--- config.mk ---
export PLATFORM = sky130hd
export DESIGN_NAME = iac_bank
export DESIGN_NICKNAME = d
export VERILOG_FILES = /design/src/logic/iac_pkg.sv /design/src/logic/iac_cmd_if.sv /design/src/logic/iac_addr_decode.sv /design/src/logic/iac_bank.sv
export SDC_FILE = /design/constraint.sdc
export NUM_CORES = 1
export LEC_CHECK = 0
export ABC_AREA = 1
export BUFFER_PORTS_ARGS = -buffer_cell sky130_fd_sc_hd__buf_2
export CAP_MARGIN = 25
export CORE_ASPECT_RATIO = 2
export CORE_MARGIN = 10
export CORE_UTILIZATION = 40
export DETAILED_ROUTE_END_ITERATION = 12
export PLACE_DENSITY = 0.67
export SLEW_MARGIN = 20
export SYNTH_ARGS = -nofsm -noshare
export SYNTH_HDL_FRONTEND = slang
export SYNTH_SLANG_ARGS = --single-unit
--- constraint.sdc ---
create_clock -name clk -period 1.38 [get_ports clk]
set_input_delay 0.276 -clock clk [delete_from_list [all_inputs] [get_ports clk]]
set_output_delay 0.276 -clock clk [all_outputs]
set_load 0.005 [all_outputs]
--- src/logic/iac_pkg.sv ---
// package: register map, field layout and reset values of the indirect address control
package iac_pkg;
  localparam logic [7:0] ADDR_HIGH_OFS = 8'h6E;
  localparam logic [7:0] ADDR_LOW_OFS = 8'h6F;
  localparam logic [7:0] DATA_FIRST_OFS = 8'h70;
  localparam logic [7:0] DATA_LAST_OFS = 8'h78;
  localparam int DATA_BYTES = 9;
  localparam int FSEL_MSB = 6;
  localparam int FSEL_LSB = 5;
  localparam int RDWR_BIT = 4;
  localparam int TSEL_MSB = 3;
  localparam int TSEL_LSB = 2;
  localparam int MID_MSB = 1;
  localparam int MID_LSB = 0;
  localparam logic [7:0] HIGH_RST = 8'h00;
  localparam logic [7:0] LOW_RST = 8'h00;
  localparam logic [7:0] DATA_RST = 8'h00;
  localparam logic [1:0] FSEL_TABLE = 2'h0;
  localparam logic [3:0] PORT_GLOBAL = 4'h0;
  typedef enum logic [1:0] {
    IAC_TBL_STATIC,
    IAC_TBL_VLAN,
    IAC_TBL_DYNAMIC,
    IAC_TBL_MIB
  } iac_table_t;
endpackage : iac_pkg

--- src/logic/iac_cmd_if.sv ---
// interface: launched command between register bank and address decoder
interface iac_cmd_if;
  logic [7:0] high;
  logic [7:0] low;
  logic table_mode;
  logic [1:0] table_sel;
  logic [11:0] ind_addr;
  logic [3:0] port_sel;
  logic [7:0] reg_ptr;
  modport bank (output high, output low, input table_mode, input table_sel,
    input ind_addr, input port_sel, input reg_ptr);
  modport dec (input high, input low, output table_mode, output table_sel,
    output ind_addr, output port_sel, output reg_ptr);
endinterface : iac_cmd_if

--- src/logic/iac_addr_decode.sv ---
// module: combinational decode of the control bytes into table or indirect address
module iac_addr_decode (
  iac_cmd_if.dec cmd
);
  assign cmd.table_mode = (cmd.high[iac_pkg::FSEL_MSB:iac_pkg::FSEL_LSB] == iac_pkg::FSEL_TABLE);
  assign cmd.table_sel = cmd.high[iac_pkg::TSEL_MSB:iac_pkg::TSEL_LSB];
  // upper bits zeroed in table mode
  assign cmd.ind_addr = {cmd.table_mode ? 2'h0 : cmd.high[iac_pkg::TSEL_MSB:iac_pkg::TSEL_LSB],
    cmd.high[iac_pkg::MID_MSB:iac_pkg::MID_LSB], cmd.low};
  assign cmd.port_sel = cmd.ind_addr[11:8];
  assign cmd.reg_ptr = cmd.ind_addr[7:0];
endmodule : iac_addr_decode

--- src/logic/iac_bank.sv ---
// module: indirect access address control register bank with command launch
module iac_bank (
  input wire logic clk,
  input wire logic rst_n,
  input wire logic ce,
  input wire logic wr_en,
  input wire logic rd_en,
  input wire logic [7:0] addr,
  input wire logic [7:0] wdata,
  input wire logic [71:0] entry_rdata,
  output logic [7:0] rdata,
  output logic cmd_go,
  output logic cmd_read,
  output logic cmd_table_mode,
  output logic [1:0] cmd_table,
  output logic [1:0] cmd_func,
  output logic [11:0] cmd_addr,
  output logic [3:0] cmd_port,
  output logic cmd_port_global,
  output logic [7:0] cmd_ptr,
  output logic [71:0] entry_wdata
);
  typedef struct packed {
    logic [7:0] high;
    logic [7:0] low;
    logic [8:0][7:0] data;
    logic [7:0] rdata;
    logic go;
    logic rd;
    logic tmode;
    logic [1:0] tsel;
    logic [1:0] func;
    logic [11:0] addr;
    logic [3:0] port;
    logic glob;
    logic [7:0] ptr;
  } iac_state_t;

  iac_state_t st_r;
  iac_state_t st_nxt;
  iac_cmd_if cmd ();

  assign cmd.high = st_r.high;
  assign cmd.low = st_r.low;
  // decode of what would be launched now; low byte of next write substituted below
  iac_addr_decode u_dec (
    .cmd(cmd)
  );

  // byte index of a data register, the last data reg (DATA_LAST_OFS) holds entry bits 7:0
  function automatic logic [3:0] data_idx(input logic [7:0] a);
    logic [7:0] d;
    d = iac_pkg::DATA_LAST_OFS - a;
    data_idx = d[3:0];
  endfunction : data_idx

  function automatic logic is_data(input logic [7:0] a);
    is_data = (a >= iac_pkg::DATA_FIRST_OFS) && (a <= iac_pkg::DATA_LAST_OFS);
  endfunction : is_data

  // next state: register writes, read mux, command launch
  always_comb
  begin
    st_nxt = st_r;
    st_nxt.go = 1'b0;
    if (wr_en && addr == iac_pkg::ADDR_HIGH_OFS)
    begin
      st_nxt.high = wdata;
    end
    if (wr_en && is_data(addr))
    begin
      st_nxt.data[data_idx(addr)] = wdata;
    end
    if (wr_en && addr == iac_pkg::ADDR_LOW_OFS)
    begin
      st_nxt.low = wdata;
      st_nxt.go = 1'b1;
      st_nxt.rd = st_r.high[iac_pkg::RDWR_BIT];
      st_nxt.tmode = cmd.table_mode;
      st_nxt.tsel = cmd.table_sel;
      st_nxt.func = st_r.high[iac_pkg::FSEL_MSB:iac_pkg::FSEL_LSB];
      // launched address uses the new low byte
      st_nxt.addr = {cmd.ind_addr[11:8], wdata};
      st_nxt.port = cmd.ind_addr[11:8];
      st_nxt.ptr = wdata;
      st_nxt.glob = (cmd.ind_addr[11:8] == iac_pkg::PORT_GLOBAL);
    end
    // a completed read cycle returns the entry into the data bytes
    if (st_r.go && st_r.rd)
    begin
      st_nxt.data = entry_rdata;
    end
    if (rd_en)
    begin
      if (addr == iac_pkg::ADDR_HIGH_OFS)
      begin
        st_nxt.rdata = st_r.high;
      end
      else if (addr == iac_pkg::ADDR_LOW_OFS)
      begin
        st_nxt.rdata = st_r.low;
      end
      else if (is_data(addr))
      begin
        st_nxt.rdata = st_r.data[data_idx(addr)];
      end
      else
      begin
        st_nxt.rdata = 8'h00; // unmapped reads as zero
      end
    end
  end

  // state register; ce low freezes everything including the launch pulse
  always_ff @(posedge clk or negedge rst_n)
  begin
    if (!rst_n)
    begin
      st_r <= '0;
    end
    else if (ce)
    begin
      st_r <= st_nxt;
    end
  end

  assign rdata = st_r.rdata;
  assign cmd_go = st_r.go;
  assign cmd_read = st_r.rd;
  assign cmd_table_mode = st_r.tmode;
  assign cmd_table = st_r.tsel;
  assign cmd_func = st_r.func;
  assign cmd_addr = st_r.addr;
  assign cmd_port = st_r.port;
  assign cmd_port_global = st_r.glob;
  assign cmd_ptr = st_r.ptr;
  assign entry_wdata = st_r.data;
endmodule : iac_bank

==> results.tsv <==
metric	value	unit
worst_pin_slew	318.3	ps
critPathMaxFanout	8	
end_kind	flip-flop	
critPathKind	flip-flop to flip-flop	
postSynthAreaPerCell	6.822	um^2
setup_viol	66	
hold_path_end	cmd_addr[5]	
slew_violations	0	
coreArea	16680	um^2
hold_class	input port to flip-flop	
start_kind	flip-flop	
ant_nets	0	
finalClockSkew	15.68	ps
antennaDiodeCount	0	
final_util	62.00	%
grt_max_degree	48	
drive_above_1_share	41.77	%
place_congestion	1.019	
antenna_found_initial	0	
finalHoldViolCount	0	
grt_pass1_vias	8415	
violations	setup timing	
cts_buffer_depth	2	
max-cap-violations	0	
holdCritStartpoint	wdata[5]	
num_vias	8155	
grt_pass1_wl	46660	um
cts_root_buf	clkbuf_16	
die_height	204.0	um
status	complete, but fails checks	
insertion_delay	370	ps
synth_cells	993	
cts_tree	yes	
reg2reg_to	entry_wdata[61]	
htree_levels	3	
numPortBuffers	204	
min_period	1485	ps
rsz0062_at_grt	yes	
ys_ff_latch	108	
wl_per_cell	21.78	um
max-vdd-ir-drop	507.3	uV
power.leakage	5.679	nW
finalWorstSetupSlack	-104.8	ps
fmaxAchievable	0.6735	GHz
timing.final.crit_share	107.6	%
syn-num-nets	1091	
final_nets	1369	
drc	0	
dr.pass1.iters	8	
dpl-instance-area	8771	um^2
power.total	7.171	mW
hpwl	23090	um
overflow	0	
slew_headroom	78.78	%
crit_required	1680	ps
area_growth	52.70	%
pwr_density_cell	693.3	nW/um^2
cts_sinks	108	
rows	67	
design.die.area	22860	um^2
grt_usage	25.88	%
routed_via_density	5.499	
r2r_slack	-100	ps
routed_wirelength	32290	um
die_x	112.0	um
cts_buffers	9	
first_iter_violations	695	
path_clk_slew	90	ps
rr_worst_depth	9	
design_area	10340	um^2
worstHoldPathCells	3	
synth_cell_type_count	27	
critPathArrivalTime	1780	ps
design.portCount	205	
synth_warnings	0	
r2r-start	cmd_go	
synth_area	6774	um^2
initial_core_util	40.61	%
ys_seq_area_share	39.90	%
stage by stage:
| stage | worst slack, ps | instances | hold WS (ps) | setup TNS, ps |
|---|---|---|---|---|
| detailed placement | -418.0 | 1427 | 178.8 | -36870 |
| CTS | -74.04 | 1465 | 200.6 | -2943 |
| global placement | -397.0 | 1427 | 171.8 | -35790 |
| finish | -104.8 | 1483 | 199.7 | -2425 |
| global route | -190.1 | 1483 | 224.6 | -7491 |
| floorplan | -373.7 | 993 | -19.59 | -24080 |
registers in the layout, summed over array words and instances (netlist names):
name             count
cmd.high             8
cmd_table_mode       1
cmd_addr            12
cmd_func             2
cmd_table            2
rdata                8
cmd_go               1
entry_wdata         72
cmd_read             1
cmd_port_global      1
cell families (layout without fill, tap and decap cells):
family                   Yosys count  count (layout)  synth area share (%)
buffers and inverters            126             405                 9.697
adder cells (fa/ha/maj)            5               5                0.9235
AND/OR/NAND/NOR                  689             693                 44.02
AO/OA/AOI/OAI                     65              65                 5.467
flip-flops                       108             108                 39.90
cell type report:
| cell class | instances | area, um^2 |
|---|---|---|
| Sequential cell | 108 | 2703 |
| Multi-Input combinational cell | 763 | 4232 |
| Inverter | 60 | 262.8 |
| Clock buffer | 10 | 229.0 |
| Clock inverter | 6 | 47.55 |
| Tap cell | 207 | 259.0 |
| Timing Repair Buffer | 329 | 2611 |
| Fill cell | 1533 | 6339 |
per-layer routing:
metal | part of all wire, % | global-route usage, % | vias up
met5 | 0 | 0 | -
met4 | 9.9 | 22.31 | 0
met3 | 6.7 | 5.556 | 165
met2 | 52 | 46.93 | 466
met1 | 31 | 23.72 | 3818
li1 | - | - | 3706
power breakdown:
part,switching [mW],internal [mW],total [mW]
Combinational,0.807,0.581,1.39
Clock,1.31,1.25,2.56
Sequential,0.0327,3.19,3.23
worst max-delay path, cell delays in order (launching register included):
cell and delay (ps):
dfrtp_1 420, nand2_4 140, buf_12 170, nand2_1 100, inv_2 80, buf_12 120
nand3_1 90, nand2_1 80, nand3_1 110, nand2_2 90
cells in the mapped netlist:
library cell | instances | area (um^2)
a21oi_1 | 11 | 55.05
a21oi_2 | 3 | 26.28
buf_1 | 6 | 22.52
buf_2 | 8 | 40.04
buf_4 | 27 | 202.7
buf_6 | 9 | 101.4
clkbuf_1 | 16 | 60.06
clkinv_1 | 1 | 3.750
dfrtp_1 | 108 | 2703
ha_1 | 5 | 62.56
inv_1 | 55 | 206.5
inv_2 | 2 | 7.510
inv_4 | 2 | 12.51
nand2_1 | 455 | 1708
nand2_2 | 19 | 118.9
nand2_4 | 7 | 78.83
nand3_1 | 186 | 930.9
nand4_1 | 1 | 6.260
nor2_1 | 14 | 52.55
nor2_2 | 1 | 6.260
nor2_4 | 3 | 33.78
nor2_8 | 2 | 40.04
o21ai_0 | 40 | 200.2
o21ai_1 | 4 | 20.02
o21ai_2 | 6 | 52.55
o21ai_4 | 1 | 16.27
or2_1 | 1 | 6.260
how the worst max path moves through the flow:
stage / from / to / slack (ps)
finish: cmd_go / entry_wdata[61] / -100
global route: addr[0] / rdata[1] / -190
CTS: cmd_go / entry_wdata[56] / -70
detailed placement: addr[1] / rdata[6] / -420
global placement: addr[0] / entry_wdata[27] / -400
floorplan: addr[0] / entry_wdata[67] / -370
placed cells by master, fill, tap and decap left out, types with 7 or more instances in the layout:
master and instances:
inv_2 12, nand2_2 58, nand3_2 38, buf_12 32, o21ai_0 15, nand2_1 386
clkbuf_16 11, nand2_8 12, dfrtp_1 108, buf_6 13, buf_2 200, nor2_1 7
nand3_1 146, o21ai_1 23, o21ai_2 9, a21oi_1 10, buf_16 7, nor2_4 9
inv_1 42, buf_4 72, nand2_4 28
what timing repair did:
action / CTS / global route
setup buffers: 13 / 15
setup endpoints to repair: 75 / 98
resized for setup: 75 / 141
gates cloned: 8 / 5
pin swaps: 21 / 41
endpoints found under the hold margin: 16 / 0
hold buffers: 1 / 0
(Power assumes the default switching activity.)
